**config.mk**
```make
export PLATFORM = sky130hd
export DESIGN_NAME = dmrb_bank
export DESIGN_NICKNAME = d
export VERILOG_FILES = /design/src/dmrb_pkg.sv /design/src/dmrb_bank.sv
export SDC_FILE = /design/constraint.sdc
export NUM_CORES = 1
export LEC_CHECK = 0
export ABC_CLOCK_PERIOD_IN_PS = 3500
export BUFFER_PORTS_ARGS = -buffer_cell sky130_fd_sc_hd__buf_2
export CAP_MARGIN = 20
export CORE_AREA = 3 3 97 99
export DETAILED_ROUTE_END_ITERATION = 16
export DIE_AREA = 0 0 100 102
export PLACE_DENSITY = 0.67
export RECOVER_POWER = 100
export SYNTH_ARGS = -nofsm -noshare
export SYNTH_HDL_FRONTEND = slang
export SYNTH_SLANG_ARGS = --single-unit
```
**constraint.sdc**
```tcl
create_clock -name ref_clk -period 3.5 [get_ports ref_clk]
set_input_delay 1.05 -clock ref_clk [delete_from_list [all_inputs] [get_ports ref_clk]]
set_output_delay 1.05 -clock ref_clk [all_outputs]
set_load 0.05 [all_outputs]
```
**src/dmrb_pkg.sv**
```systemverilog
// Purpose: constants and types for the dram mode-register bank
// Assumes: 100 MHz ref_clk, 6-bit mode-register address, 8-bit operand
// Notes: reset value of the burst config keeps the two-clock write preamble
//
// Behaviour
// - registers read by mode-register read, written by mode-register write, 6-bit address
// - reserved_future bit positions read back as zero
// - reads of reserved or write-only addresses return undefined data
// - writes to read-only registers change nothing
// - device info bit 0 reports refresh capability
// - device info bit 1 reports normal or byte-mode latency
// - device info bits 4:3 report resistor self-test result
// - self-test valid after cal start, cal latch, latch wait; reset discards
// - on assembly error use factory trim and ignore impedance calibration
// - burst_length_field selects 16, 32, per-command; 11 reserved
// - per-command mode: command burst bit picks 16 or 32
// - write preamble bit 2 must be one, two-clock preamble
// - read preamble bit 3 selects static or toggling preamble
// - write_recovery_count codes map to 6,10,16,20,24,30,34,40 clocks
// - write_recovery_count sets clocks to internal precharge after auto_precharge write
// - read_postamble_select bit 7 selects half or one-and-half clock postamble
// - long postamble adds one extra strobe edge pair after burst
// - burst config has two set points; write hits write_set_point_select copy
// - device runs from operating_set_point_select copy; other copy ignored
// - address 17h write-only holds strobe oscillator run-time
// - address 18h read/write holds targeted_row_refresh control
// - addresses 20h and 28h write-only hold calibration patterns A and B
package dmrb_pkg;

   localparam logic [5:0] ADDR_DEVICE_INFORMATION   = 6'h00;
   localparam logic [5:0] ADDR_BURST_STROBE_CONFIG  = 6'h01;
   localparam logic [5:0] ADDR_STROBE_OSC_RUNTIME   = 6'h17;
   localparam logic [5:0] ADDR_ROW_HAMMER_CONTROL   = 6'h18;
   localparam logic [5:0] ADDR_REPAIR_RESOURCES     = 6'h19;
   localparam logic [5:0] ADDR_TEST_RESERVED_A      = 6'h1E;
   localparam logic [5:0] ADDR_CAL_PATTERN_A        = 6'h20;
   localparam logic [5:0] ADDR_TEST_RESERVED_B      = 6'h27;
   localparam logic [5:0] ADDR_CAL_PATTERN_B        = 6'h28;

   // device information field positions
   localparam int POS_REFRESH_CAP   = 0;
   localparam int POS_LATENCY_MODE  = 1;
   localparam int POS_SELFTEST_LO   = 3;

   // burst config field positions
   localparam int POS_BURST_LO      = 0;
   localparam int POS_WR_PREAMBLE   = 2;
   localparam int POS_RD_PREAMBLE   = 3;
   localparam int POS_WR_RECOVERY   = 4;
   localparam int POS_RD_POSTAMBLE  = 7;

   localparam logic [7:0] BURST_CONFIG_RESET = 8'h04;
   localparam logic [7:0] REG_RESET          = 8'h00;
   localparam logic [7:0] READ_UNDEFINED     = 8'h00;

   localparam logic [1:0] BURST_FIXED_16     = 2'h0;
   localparam logic [1:0] BURST_FIXED_32     = 2'h1;
   localparam logic [1:0] BURST_PER_COMMAND  = 2'h2;

   localparam logic [1:0] SELFTEST_NOT_SUPPORTED = 2'h0;
   localparam logic [1:0] SELFTEST_TIED_LOW      = 2'h1;
   localparam logic [1:0] SELFTEST_SHORTED_HIGH  = 2'h2;
   localparam logic [1:0] SELFTEST_RESISTOR_OK   = 2'h3;

   localparam int CLK_PERIOD_NS          = 10;
   localparam int CAL_LATCH_WAIT_NS      = 30;
   localparam int CAL_LATCH_WAIT_CYCLES  =
      (CAL_LATCH_WAIT_NS + CLK_PERIOD_NS - 1) / CLK_PERIOD_NS;

   typedef struct packed {
      logic       valid;
      logic       write;
      logic [5:0] addr;
      logic [7:0] op;
   } dmrb_cmd_type;

   typedef struct packed {
      logic       valid;
      logic       write;
      logic       auto_precharge;
      logic       burst_bit;
   } dmrb_access_type;

   typedef struct packed {
      logic [1:0] burst_length_field;
      logic       write_preamble_two;
      logic       read_preamble_toggle;
      logic [5:0] write_recovery_count;
      logic       read_postamble_select;
   } dmrb_burst_cfg_type;

endpackage
```
**src/dmrb_bank.sv**
```systemverilog
// Purpose: mode-register bank of a low-power dram, upper address map plus
//          device information and dual set-point burst configuration
// Assumes: one command per cycle on mr_cmd; set-point selects come from the
//          register-control logic elsewhere in the device
// Notes: read data is registered, one cycle after the read command
`timescale 1ns/10ps
module dmrb_bank #(
   parameter logic REFRESH_MODIFIED_ONLY = 1'b0,
   parameter logic BYTE_MODE_LATENCY     = 1'b0,
   parameter logic SELFTEST_SUPPORTED    = 1'b1
) (
   input  wire logic                        ref_clk,
   input  wire logic                        rst,
   input  wire dmrb_pkg::dmrb_cmd_type      mr_cmd,
   output logic                             mr_read_valid,
   output logic [7:0]                       mr_read_data,
   input  wire logic                        write_set_point_select,
   input  wire logic                        operating_set_point_select,
   input  wire logic                        cal_start_done,
   input  wire logic                        cal_latch_done,
   input  wire logic [1:0]                  zq_pin_sense,
   input  wire logic [7:0]                  bank_repair_available,
   input  wire dmrb_pkg::dmrb_access_type   access_cmd,
   input  wire logic                        write_burst_end,
   input  wire logic                        read_burst_end,
   output dmrb_pkg::dmrb_burst_cfg_type     active_burst_cfg,
   output logic                             access_burst_32,
   output logic                             precharge_start,
   output logic                             strobe_extra_edge,
   output logic                             factory_trim_fallback,
   output logic                             ignore_impedance_cal,
   output logic [7:0]                       strobe_osc_runtime,
   output logic [7:0]                       row_hammer_refresh_control,
   output logic [7:0]                       calibration_pattern_a,
   output logic [7:0]                       calibration_pattern_b
);
   import dmrb_pkg::*;

   typedef enum logic [1:0] {
      ST_IDLE,
      ST_STARTED,
      ST_LATCH_WAIT,
      ST_VALID
   } dmrb_selftest_type;

   dmrb_selftest_type selftest_state;
   dmrb_selftest_type next_selftest_state;

   logic [7:0] burst_copy [0:1];
   logic [7:0] active_raw;
   logic [1:0] zq_sync1;
   logic [1:0] zq_sync2;
   logic [1:0] zq_sync3;
   logic [1:0] zq_level;
   logic [1:0] resistor_selftest_result;
   logic [3:0] latch_wait;
   logic [5:0] recovery_left;
   logic       pending_ap;
   logic [7:0] next_read_data;
   logic [7:0] device_information;
   logic       assembly_error;

   wire mr_write = mr_cmd.valid & mr_cmd.write;
   wire mr_read  = mr_cmd.valid & ~mr_cmd.write;
   wire wr_burst_cfg  = mr_write & (mr_cmd.addr == ADDR_BURST_STROBE_CONFIG);
   wire wr_osc        = mr_write & (mr_cmd.addr == ADDR_STROBE_OSC_RUNTIME);
   wire wr_row_hammer = mr_write & (mr_cmd.addr == ADDR_ROW_HAMMER_CONTROL);
   wire wr_pattern_a  = mr_write & (mr_cmd.addr == ADDR_CAL_PATTERN_A);
   wire wr_pattern_b  = mr_write & (mr_cmd.addr == ADDR_CAL_PATTERN_B);
   // test addresses, read-only and reserved addresses decode to nothing

   // write_recovery_count lookup
   function automatic logic [5:0] recovery_clocks(input logic [2:0] code);
      case (code)
         3'h0:    recovery_clocks = 6'h06;
         3'h1:    recovery_clocks = 6'h0A;
         3'h2:    recovery_clocks = 6'h10;
         3'h3:    recovery_clocks = 6'h14;
         3'h4:    recovery_clocks = 6'h18;
         3'h5:    recovery_clocks = 6'h1E;
         3'h6:    recovery_clocks = 6'h22;
         default: recovery_clocks = 6'h28;
      endcase
   endfunction

   // two set-point copies, each written only when selected for writes
   genvar sp;
   generate
      for (sp = 0; sp < 2; sp++) begin : g_set_point
         always_ff @(posedge ref_clk) begin
            if (rst) begin
               burst_copy[sp] <= BURST_CONFIG_RESET;
            end else if (wr_burst_cfg && (write_set_point_select == 1'(sp))) begin
               burst_copy[sp] <= mr_cmd.op;
            end
         end
      end
   endgenerate

   // inactive copy never reaches the datapath
   assign active_raw = burst_copy[operating_set_point_select];

   always_ff @(posedge ref_clk) begin
      if (rst) begin
         active_burst_cfg <= '0;
      end else begin
         active_burst_cfg.burst_length_field    <= active_raw[POS_BURST_LO +: 2];
         active_burst_cfg.write_preamble_two    <= active_raw[POS_WR_PREAMBLE];
         active_burst_cfg.read_preamble_toggle  <= active_raw[POS_RD_PREAMBLE];
         active_burst_cfg.write_recovery_count  <=
            recovery_clocks(active_raw[POS_WR_RECOVERY +: 3]);
         active_burst_cfg.read_postamble_select <= active_raw[POS_RD_POSTAMBLE];
      end
   end

   // per-access burst length; reserved code falls back to 16
   always_ff @(posedge ref_clk) begin
      if (rst) begin
         access_burst_32 <= 1'b0;
      end else if (access_cmd.valid) begin
         case (active_burst_cfg.burst_length_field)
            BURST_FIXED_32:    access_burst_32 <= 1'b1;
            BURST_PER_COMMAND: access_burst_32 <= access_cmd.burst_bit;
            default:           access_burst_32 <= 1'b0;
         endcase
      end
   end

   // auto_precharge write: precharge starts write_recovery_count clocks after burst end
   always_ff @(posedge ref_clk) begin
      if (rst) begin
         pending_ap <= 1'b0;
      end else if (access_cmd.valid && access_cmd.write) begin
         pending_ap <= access_cmd.auto_precharge;
      end
   end

   always_ff @(posedge ref_clk) begin
      if (rst) begin
         recovery_left   <= 6'h00;
         precharge_start <= 1'b0;
      end else begin
         precharge_start <= (recovery_left == 6'h01);
         if (write_burst_end && pending_ap) begin
            recovery_left <= active_burst_cfg.write_recovery_count;
         end else if (recovery_left != 6'h00) begin
            recovery_left <= recovery_left - 6'h01;
         end
      end
   end

   // extra strobe edge pair only with the long postamble
   always_ff @(posedge ref_clk) begin
      if (rst) begin
         strobe_extra_edge <= 1'b0;
      end else begin
         strobe_extra_edge <= read_burst_end & active_burst_cfg.read_postamble_select;
      end
   end

   // resistor sense comes straight off a pin
   always_ff @(posedge ref_clk) begin
      if (rst) begin
         zq_sync1 <= 2'h0;
         zq_sync2 <= 2'h0;
         zq_sync3 <= 2'h0;
         zq_level <= 2'h0;
      end else begin
         zq_sync1 <= zq_pin_sense;
         zq_sync2 <= zq_sync1;
         zq_sync3 <= zq_sync2;
         if (zq_sync2 == zq_sync3) begin
            zq_level <= zq_sync3;
         end
      end
   end

   // self-test sequence; either channel's events arrive merged on these pulses
   always_comb begin
      next_selftest_state = selftest_state;
      case (selftest_state)
         ST_IDLE:       if (cal_start_done && SELFTEST_SUPPORTED) next_selftest_state = ST_STARTED;
         ST_STARTED:    if (cal_latch_done) next_selftest_state = ST_LATCH_WAIT;
         ST_LATCH_WAIT: if (latch_wait == 4'h1) next_selftest_state = ST_VALID;
         ST_VALID:      next_selftest_state = ST_VALID;
         default:       next_selftest_state = ST_IDLE;
      endcase
   end

   always_ff @(posedge ref_clk) begin
      if (rst) begin
         selftest_state <= ST_IDLE;
      end else begin
         selftest_state <= next_selftest_state;
      end
   end

   always_ff @(posedge ref_clk) begin
      if (rst) begin
         latch_wait <= 4'h0;
      end else if (selftest_state == ST_STARTED && cal_latch_done) begin
         latch_wait <= 4'(CAL_LATCH_WAIT_CYCLES);
      end else if (latch_wait != 4'h0) begin
         latch_wait <= latch_wait - 4'h1;
      end
   end

   // result frozen when it becomes valid, cleared by reset
   always_ff @(posedge ref_clk) begin
      if (rst) begin
         resistor_selftest_result <= SELFTEST_NOT_SUPPORTED;
      end else if (selftest_state == ST_LATCH_WAIT && next_selftest_state == ST_VALID) begin
         resistor_selftest_result <= zq_level;
      end
   end

   assign assembly_error = (resistor_selftest_result == SELFTEST_TIED_LOW) ||
                           (resistor_selftest_result == SELFTEST_SHORTED_HIGH);

   always_ff @(posedge ref_clk) begin
      if (rst) begin
         factory_trim_fallback <= 1'b0;
         ignore_impedance_cal  <= 1'b0;
      end else begin
         factory_trim_fallback <= assembly_error;
         ignore_impedance_cal  <= assembly_error;
      end
   end

   // plain storage registers
   always_ff @(posedge ref_clk) begin
      if (rst) begin
         strobe_osc_runtime         <= REG_RESET;
         row_hammer_refresh_control <= REG_RESET;
         calibration_pattern_a      <= REG_RESET;
         calibration_pattern_b      <= REG_RESET;
      end else begin
         if (wr_osc) strobe_osc_runtime <= mr_cmd.op;
         if (wr_row_hammer) row_hammer_refresh_control <= mr_cmd.op;
         if (wr_pattern_a) calibration_pattern_a <= mr_cmd.op;
         if (wr_pattern_b) calibration_pattern_b <= mr_cmd.op;
      end
   end

   // unused bit positions stay zero
   always_comb begin
      device_information = 8'h00;
      device_information[POS_REFRESH_CAP]  = REFRESH_MODIFIED_ONLY;
      device_information[POS_LATENCY_MODE] = BYTE_MODE_LATENCY;
      device_information[POS_SELFTEST_LO +: 2] = resistor_selftest_result;
   end

   // write-only and reserved addresses read as zero, value not guaranteed
   always_comb begin
      case (mr_cmd.addr)
         ADDR_DEVICE_INFORMATION: next_read_data = device_information;
         ADDR_ROW_HAMMER_CONTROL: next_read_data = row_hammer_refresh_control;
         ADDR_REPAIR_RESOURCES:   next_read_data = bank_repair_available;
         default:                 next_read_data = READ_UNDEFINED;
      endcase
   end

   always_ff @(posedge ref_clk) begin
      if (rst) begin
         mr_read_valid <= 1'b0;
         mr_read_data  <= 8'h00;
      end else begin
         mr_read_valid <= mr_read;
         if (mr_read) mr_read_data <= next_read_data;
      end
   end

endmodule // dmrb_bank

```
=== Word-level counts from Yosys, hierarchy flattened ===
Memories as Yosys holds them, arrays and structs flattened.
Index checks and enable logic that the tools add are counted.

* Add/sub/neg operators: 2
* Multipliers: 0
* Divide/modulo/power cells: 0
* Order comparisons: 0
* Equal/unequal tests: 23
* Shifts and indexed selects: 0
* Multiplexer cells: 21
* Bitwise logic cells: 12
* Reductions and logical operators: 15

{| class="wikitable"
|+ Operators with widths
! operator !! number
|-
| one-hot mux 6 bit (7 select lines) || 1
|-
| one-hot mux 8 bit (3 select lines) || 1
|-
| equality test 6 x 5 -> 1 bit, second input constant || 3
|-
| 2-to-1 mux 8 bit || 2
|-
| equality test 6 x 1 -> 1 bit, second input constant || 2
|-
| equality test 6 bit, second input constant || 2
|-
| 2-to-1 mux 6 bit || 2
|-
| equality test 2 bit, second input constant || 5
|-
| 2-to-1 mux 2 bit || 5
|-
| equality test 3 bit, second input constant || 3
|-
| bitwise AND 1 bit || 8
|-
| 2-to-1 mux 1 bit || 8
|-
| one-hot mux 2 bit (4 select lines) || 1
|-
| equality test 2 x 1 -> 1 bit, second input constant || 3
|-
| equality test 3 x 2 -> 1 bit, second input constant || 2
|-
| logical AND 1 bit || 6
|-
| zero test 6 bit || 1
|-
| nonzero test 6 bit || 1
|-
| subtractor 6 x 1 -> 6 bit, second input constant || 1
|-
| equality test 4 x 1 -> 1 bit, second input constant || 1
|-
| nonzero test 2 bit || 2
|-
| nonzero test 4 bit || 1
|-
| subtractor 4 x 1 -> 4 bit, second input constant || 1
|-
| equality test 3 x 1 -> 1 bit, second input constant || 1
|-
| 8 further kinds || 10
|}

* Register bits after elaboration: 79
* Bits in latches: 0
* Memory bits (writable): 16
* Memory bits (read-only): 0
* Input bits: 38
* Output and inout port bits: 57
* Memories: 1

{| class="wikitable"
|+ Memories
! memory !! depth !! width !! rd ports !! clocked after memory_dff !! write ports !! line !! RTL
|-
| burst_copy || 2 || 8 || 1 || 0 || 2 || dmrb_bank.sv:49 || <nowiki>logic [7:0] burst_copy [0:1];</nowiki>
|}

=== Logic depth before layout (Yosys ltp) ===
Gate-level depths: netlist of run 1.

* Word-level depth: 7
* Depth in mapped cells: 6

=== Least setup slack after synthesis of run 1 ===
No wires, ideal clock.

* Path type: in2reg
* Start point: input mr_cmd[11] (netlist name)
* End point: memory burst_copy[1][0] (enable)
* Data arrival time: 2.441 ns
* Slack: 0.684 ns
* Cell stages on the path: 3
* Buffers on the path: 0
* Path through: or4_4 or3_4 o21bai_1

{| class="wikitable"
|+ RTL lines
! what !! line !! RTL
|-
| start, declared || dmrb_bank.sv:14 || <nowiki>input wire dmrb_pkg::dmrb_cmd_type mr_cmd,</nowiki>
|-
| end, declared || dmrb_bank.sv:49 ||
|}

==> metrics, run 1 <==
status=finished clean; endpoint type of the worst setup path=flip-flop; worst min-delay path class=reg -> reg; Seq/Total Area, Yosys=0.531; Least-Margin Pin Slew=1.16 ns; CTS Buf Count=9; Tot GR Track Use=0.165; post-layout util=0.519; Die Y=102 um; layout cells sized above 1=0.137; Reg clk slew, reported paths=0.09 ns; largest net degree at the start of global routing=58; max_cap viols=0; cell taking the most area after synthesis=dfxtp_1; Fin. Hold Viols=0; mean post-synth cell area=10.3 sq um; post-cts hold buffer count=0; port bufs=93; Nets=508; routability-driven placement congestion ratio=0.838; CTS max path bufs=2; CP Class=in -> reg; H-Tree Depth=3; die span in x=100 um; fmax=367 MHz; postcts setup bufs=0; R2R setup slack=2.06 ns; setup violators final=0; CP Launch Type=primary input; vias per cell=5.03; crit path from=mr_cmd[11]; Clock Latency Late Sink=0.34 ns; Synth async-reset ratio=0; Cell Rows=34; RSZ-0062 raised after global routing=false; initial antenna violation count=0; Reg2Reg Depth=5; I/O pins=95; top-count cell post-synth=dfxtp_1; Synth-to-Final Area Change=16.6%; post-route non-filler standard cell count=576; DRC violations left=0; leak pwr=0.00192 uW; Relative slew margins=0.225; CTS sink cnt=94; Mapped Nets=418; Reg2Reg Launch Point=latch_wait[0]$_SDFFE_PP0P_; Pre-antenna DRT Iters=4; Period minus WS final=2.72 ns; Synth top area share=0.406; placed insts=560; total negative slack=0 ns; yosys warns=0; Final Routed Wirelength=8.21 mm; Worst Path Arrival=2.80 ns; CORE AREA=8640 sq um; crit path max fanout=8; synth top area cells=dfxtp_1 (41%), edfxtp_1 (12%), mux2i_1 (11%), nor2_1 (6.1%), mux2_2 (2.6%); Mapped Cells=373; synth cell count leaders=dfxtp_1 (78), nor2_1 (62), mux2i_1 (44); Clock Skews=0.00691 ns; CTS tree=yes; # diodes=0; GRT Residual Overflow=0; Slew Limit Fails=0; First DRT Iteration DRCs=69; initial core utilization=0.445; top_reg_cell synth=dfxtp_1; drt wl/cell=14.3 um; worst r2r dst=latch_wait[1]$_SDFFE_PP0P_; Worst Path Required=3.58 ns; first-pass GRT wire length=13.3 mm; placed wire-length estimate=5.97 mm; number of synthesized flops with an enable pin=16; Die ar.=10200 sq um; Netlist cell types=41; vias=2900; CP Capture Point=burst_copy[1][2]$_SDFFCE_PN1P_; Tcrit/Tclk final=0.778; remaining antenna violation count=0; Synth Cell Area=3850 sq um; Power Density=522 nW/um^2; Peak VDD IR=0.239 mV; vias in the first global route=2738; Root Driver=clkbuf_8; Seq cells post-synth=94; post_cts resized=0
cells by family after synthesis:
kind of cell,Yosys count,share of synthesized area
compound gates,34,0.0537
xor+xnor,10,0.0228
fa+ha+maj,7,0.0228
buf+inv,26,0.0286
flops,94,0.531
mux,53,0.141
other cells,1,0.000975
simple gates,148,0.199
worst min-delay path by stage:
stage | startpoint | end | depth (start not counted)
after CTS | active_burst_cfg[0]$_SDFF_PP0_ | strobe_extra_edge$_SDFF_PP0_ | 2
final | active_burst_cfg[0]$_SDFF_PP0_ | strobe_extra_edge$_SDFF_PP0_ | 2
after global placement | active_burst_cfg[0]$_SDFF_PP0_ | strobe_extra_edge$_SDFF_PP0_ | 2
after global routing | zq_sync1[1]$_SDFF_PP0_ | zq_sync2[1]$_SDFF_PP0_ | 1
after floorplan | zq_sync1[0]$_SDFF_PP0_ | zq_sync2[0]$_SDFF_PP0_ | 1
after detailed placement | active_burst_cfg[0]$_SDFF_PP0_ | strobe_extra_edge$_SDFF_PP0_ | 2
layout make-up:
class / instances / area [sq um]
fillers: 839 / 4150
flip-flops and latches: 94 / 2040
multi-input cells: 253 / 1670
repair buffers: 97 / 428
clock buffers: 11 / 141
well taps: 108 / 135
clock inverters: 5 / 38.8
inverters: 8 / 30.0
worst max-delay path, stage by stage:
cell      delay, ns
clkbuf_1       0.11
or4_1          0.55
or3_1          0.43
nor3_1         0.54
nand2b_1       0.12
per-stage QoR:
| stage | instance area (sq um) | hold slack [ns] | total power, uW | setup slack, ns |
|---|---|---|---|---|
| after floorplan | 3850 | 0.414 | 1600 | 0.684 |
| after global placement | 4420 | 0.415 | 1700 | 0.755 |
| after detailed placement | 4420 | 0.425 | 1710 | 0.737 |
| after CTS | 4600 | 0.439 | 2390 | 1.12 |
| after global routing | 4480 | 0.467 | 2480 | 0.591 |
| final | 4480 | 0.440 | 2340 | 0.776 |
cell usage in the layout, fill, tap and decap left out, types with 10 or more instances in the layout:
| cell | instances |
|---|---|
| a21oi_1 | 16 |
| and2_0 | 12 |
| buf_2 | 35 |
| clkbuf_1 | 61 |
| clkbuf_8 | 10 |
| dfxtp_1 | 78 |
| edfxtp_1 | 16 |
| mux2i_1 | 44 |
| nand2_1 | 16 |
| nand3_1 | 10 |
| nor2_1 | 62 |
| nor3_1 | 12 |
state kept, by name, indices dropped and copies added, names as in the netlist:
name,count
burst_copy,16
zq_sync3,2
selftest_state,2
zq_sync2,2
strobe_extra_edge,1
calibration_pattern_b,8
mr_read_valid,1
mr_read_data,8
latch_wait,4
zq_sync1,2
row_hammer_refresh_control,8
resistor_selftest_result,2
precharge_start,1
calibration_pattern_a,8
pending_ap,1
active_burst_cfg,10
access_burst_32,1
zq_level,2
strobe_osc_runtime,8
ignore_impedance_cal,1
recovery_left,6
routing by layer:
metal / vias up / track usage / share of wire
met2: 72 / 0.289 / 0.49
met5: - / 0 / 0
li1: 1452 / - / -
met3: 7 / 0.0307 / 0.054
met1: 1369 / 0.199 / 0.44
met4: 0 / 0.0684 / 0.013
power breakdown:
part,internal [uW],leakage (uW),total (uW),switching [uW]
clock network,287,0.0000956,662,375
registers,1170,0.000788,1230,59.3
logic,189,0.00103,448,259
total,1650,0.00192,2340,694
Note: power is estimated with default switching activity, not from simulation.
==> run 2, diff against run 1 <==
- ABC_CLOCK_PERIOD_IN_PS: 3500 -> 2810
- clock period: 3.5 -> 2.81 ns (I/O delays scaled with it)
==> run 2 against run 1 <==
Total power rose by 27%. Register-to-register slack got worse by 0.75 ns. Routed wire length rose by 0.33%. Sequential cell count did not move. Via count fell by 0.83%. Die area did not move. Sequential share of layout area fell by 0.45 points. Clock skew rose by 0.0013 ns. Clock power rose by 33%.
==> metrics, run 2 (synthesis results as in run 1) <==
status=finished clean; Fin. Hold Viols=0 (unchanged); GRT Residual Overflow=0 (unchanged); CP Capture Point=calibration_pattern_b[3]$_SDFFE_PP0P_; Top reg by flops=burst_copy; First DRT Iteration DRCs=58 (-16%); CP Class=in -> reg; max reg flops=16 (unchanged); first-pass GRT wire length=13.6 mm (+2.6%); CTS max path bufs=2 (unchanged); R2R setup slack=1.31 ns (-0.75 ns); Worst Path Required=3.03 ns (-0.55 ns); worst r2r dst=latch_wait[1]$_SDFFE_PP0P_; CTS sink cnt=94 (unchanged); placed insts=562 (+0.36%); post_cts resized=0 (unchanged); max_cap viols=0 (unchanged); DRC violations left=0 (unchanged); Die ar.=10200 sq um (unchanged); routability-driven placement congestion ratio=0.832 (-0.72%); biggest regs=burst_copy (16), active_burst_cfg (10); # diodes=0 (unchanged); Worst Path Arrival=2.57 ns (-0.23 ns); leak pwr=0.00194 uW (+1.3%); port bufs=93 (unchanged); crit path max fanout=30 (+22); endpoint type of the worst setup path=flip-flop; RSZ-0062 raised after global routing=false; total negative slack=0 ns (unchanged); vias in the first global route=2874 (+5.0%); Reg2Reg Depth=5 (unchanged); vias=2876 (-0.83%); Nets=510 (+0.39%); Clock Latency Late Sink=0.35 ns (about the same); Reg2Reg Launch Point=latch_wait[0]$_SDFFE_PP0P_; Least-Margin Pin Slew=1.46 ns (+0.295 ns); I/O pins=95 (unchanged); Cell Rows=34 (unchanged); placed wire-length estimate=6.10 mm (+2.3%); Clock Skews=0.00817 ns (+0.00126 ns); fmax=426 MHz; commonest non-fill, non-tap cell in the layout=dfxtp_1; Tcrit/Tclk final=0.835; Slew Limit Fails=0 (unchanged); CTS tree=yes; Pre-antenna DRT Iters=5 (+1); largest net degree at the start of global routing=31 (-47%); Power Density=656 nW/um^2 (+26%); multi-input logic area=1690 sq um (+1.3%); fill count=843 (+0.48%); Tot GR Track Use=0.170 (+0.00492); post-cts hold buffer count=0 (unchanged); CTS Buf Count=9 (unchanged); Peak VDD IR=0.254 mV (+6.2%); Period minus WS final=2.35 ns; Relative slew margins=0.0285 (-0.197); crit path from=rst; vias per cell=4.98 (-1.2%); H-Tree Depth=3 (unchanged); CP Launch Type=primary input; layout cells sized above 1=0.147 (+0.0101); register area=2040 sq um (unchanged); initial core utilization=0.445 (unchanged); Die Y=102 um (unchanged); worst min-delay path class=reg -> reg; die span in x=100 um (unchanged); Reg clk slew, reported paths=0.08 ns (about the same); postcts setup bufs=0 (unchanged); commonest non-fill, non-tap cells in the layout=dfxtp_1 (78), nor2_1 (62), clkbuf_1 (60); post-route non-filler standard cell count=578 (+0.35%); CORE AREA=8640 sq um (unchanged); drt wl/cell=14.3 um (about the same); setup violators final=0 (unchanged); Root Driver=clkbuf_8; initial antenna violation count=0 (unchanged); remaining antenna violation count=0 (unchanged); Final Routed Wirelength=8.24 mm (+0.33%); Synth-to-Final Area Change=17.8%
==> run 2: changes by cell type in the layout (fill, tap and decap cells not counted), sizes merged <==
cell / previous run / this run
clkinv: 0 / 4
buf: 37 / 39
bufinv: 0 / 1
inv: 13 / 9
clkbuf: 71 / 70
==> run 2: area by class of cell <==
cell class,count,area share
Multi-Input combinational cell,253,0.373
Timing Repair Buffer,99,0.0953
Inverter,8,0.00663
Clock inverter,6,0.0157
Tap cell,108,0.0298
Clock buffer,10,0.0282
Sequential cell,94,0.451
==> run 2: worst min path at each step <==
stage                                        start                      endpoint  slack [ns]  cells past startpoint
floorplan                   zq_sync1[0]$_SDFF_PP0_        zq_sync2[0]$_SDFF_PP0_        0.41                      1
global placement    active_burst_cfg[0]$_SDFF_PP0_  strobe_extra_edge$_SDFF_PP0_        0.42                      2
detailed placement  active_burst_cfg[0]$_SDFF_PP0_  strobe_extra_edge$_SDFF_PP0_        0.43                      2
CTS                 active_burst_cfg[0]$_SDFF_PP0_  strobe_extra_edge$_SDFF_PP0_        0.44                      2
global route        active_burst_cfg[0]$_SDFF_PP0_  strobe_extra_edge$_SDFF_PP0_        0.47                      2
finish              active_burst_cfg[0]$_SDFF_PP0_  strobe_extra_edge$_SDFF_PP0_        0.44                      2
==> run 2: layer usage <==
layer	wire length, um	part of all wire	GRT usage	vias to the layer above
li1	-	-	-	1458
met1	3550	0.43	0.204	1319
met2	3900	0.47	0.277	77
met3	528	0.064	0.0498	22
met4	262	0.032	0.0891	0
met5	0	0	0	-
==> run 2: metrics by stage <==
stage          power [uW]  hold WS, ns  utilization  area, sq um  worst slack [ns]
2_1_floorplan        1990        0.414            -         3850             0.201
3_3_place_gp         2120        0.416        0.512         4420             0.277
3_5_place_dp         2130        0.429        0.512         4420             0.256
6_report             2970        0.445        0.524         4530             0.463
5_1_grt              3140        0.465        0.524         4530             0.312
4_1_cts              3020        0.443        0.535         4620             0.632
==> run 2: power breakdown <==
part | switching (uW) | total (uW) | leakage (uW) | internal [uW]
sequential | 72.1 | 1530 | 0.000788 | 1460
clock | 463 | 881 | 0.000101 | 419
combinational | 324 | 557 | 0.00105 | 233
total | 859 | 2970 | 0.00194 | 2110
==> run 2: critical path, stage by stage <==
cell and delay [ns]:
clkbuf_1 1.03, clkbuf_2 0.57, nor2_1 0.10
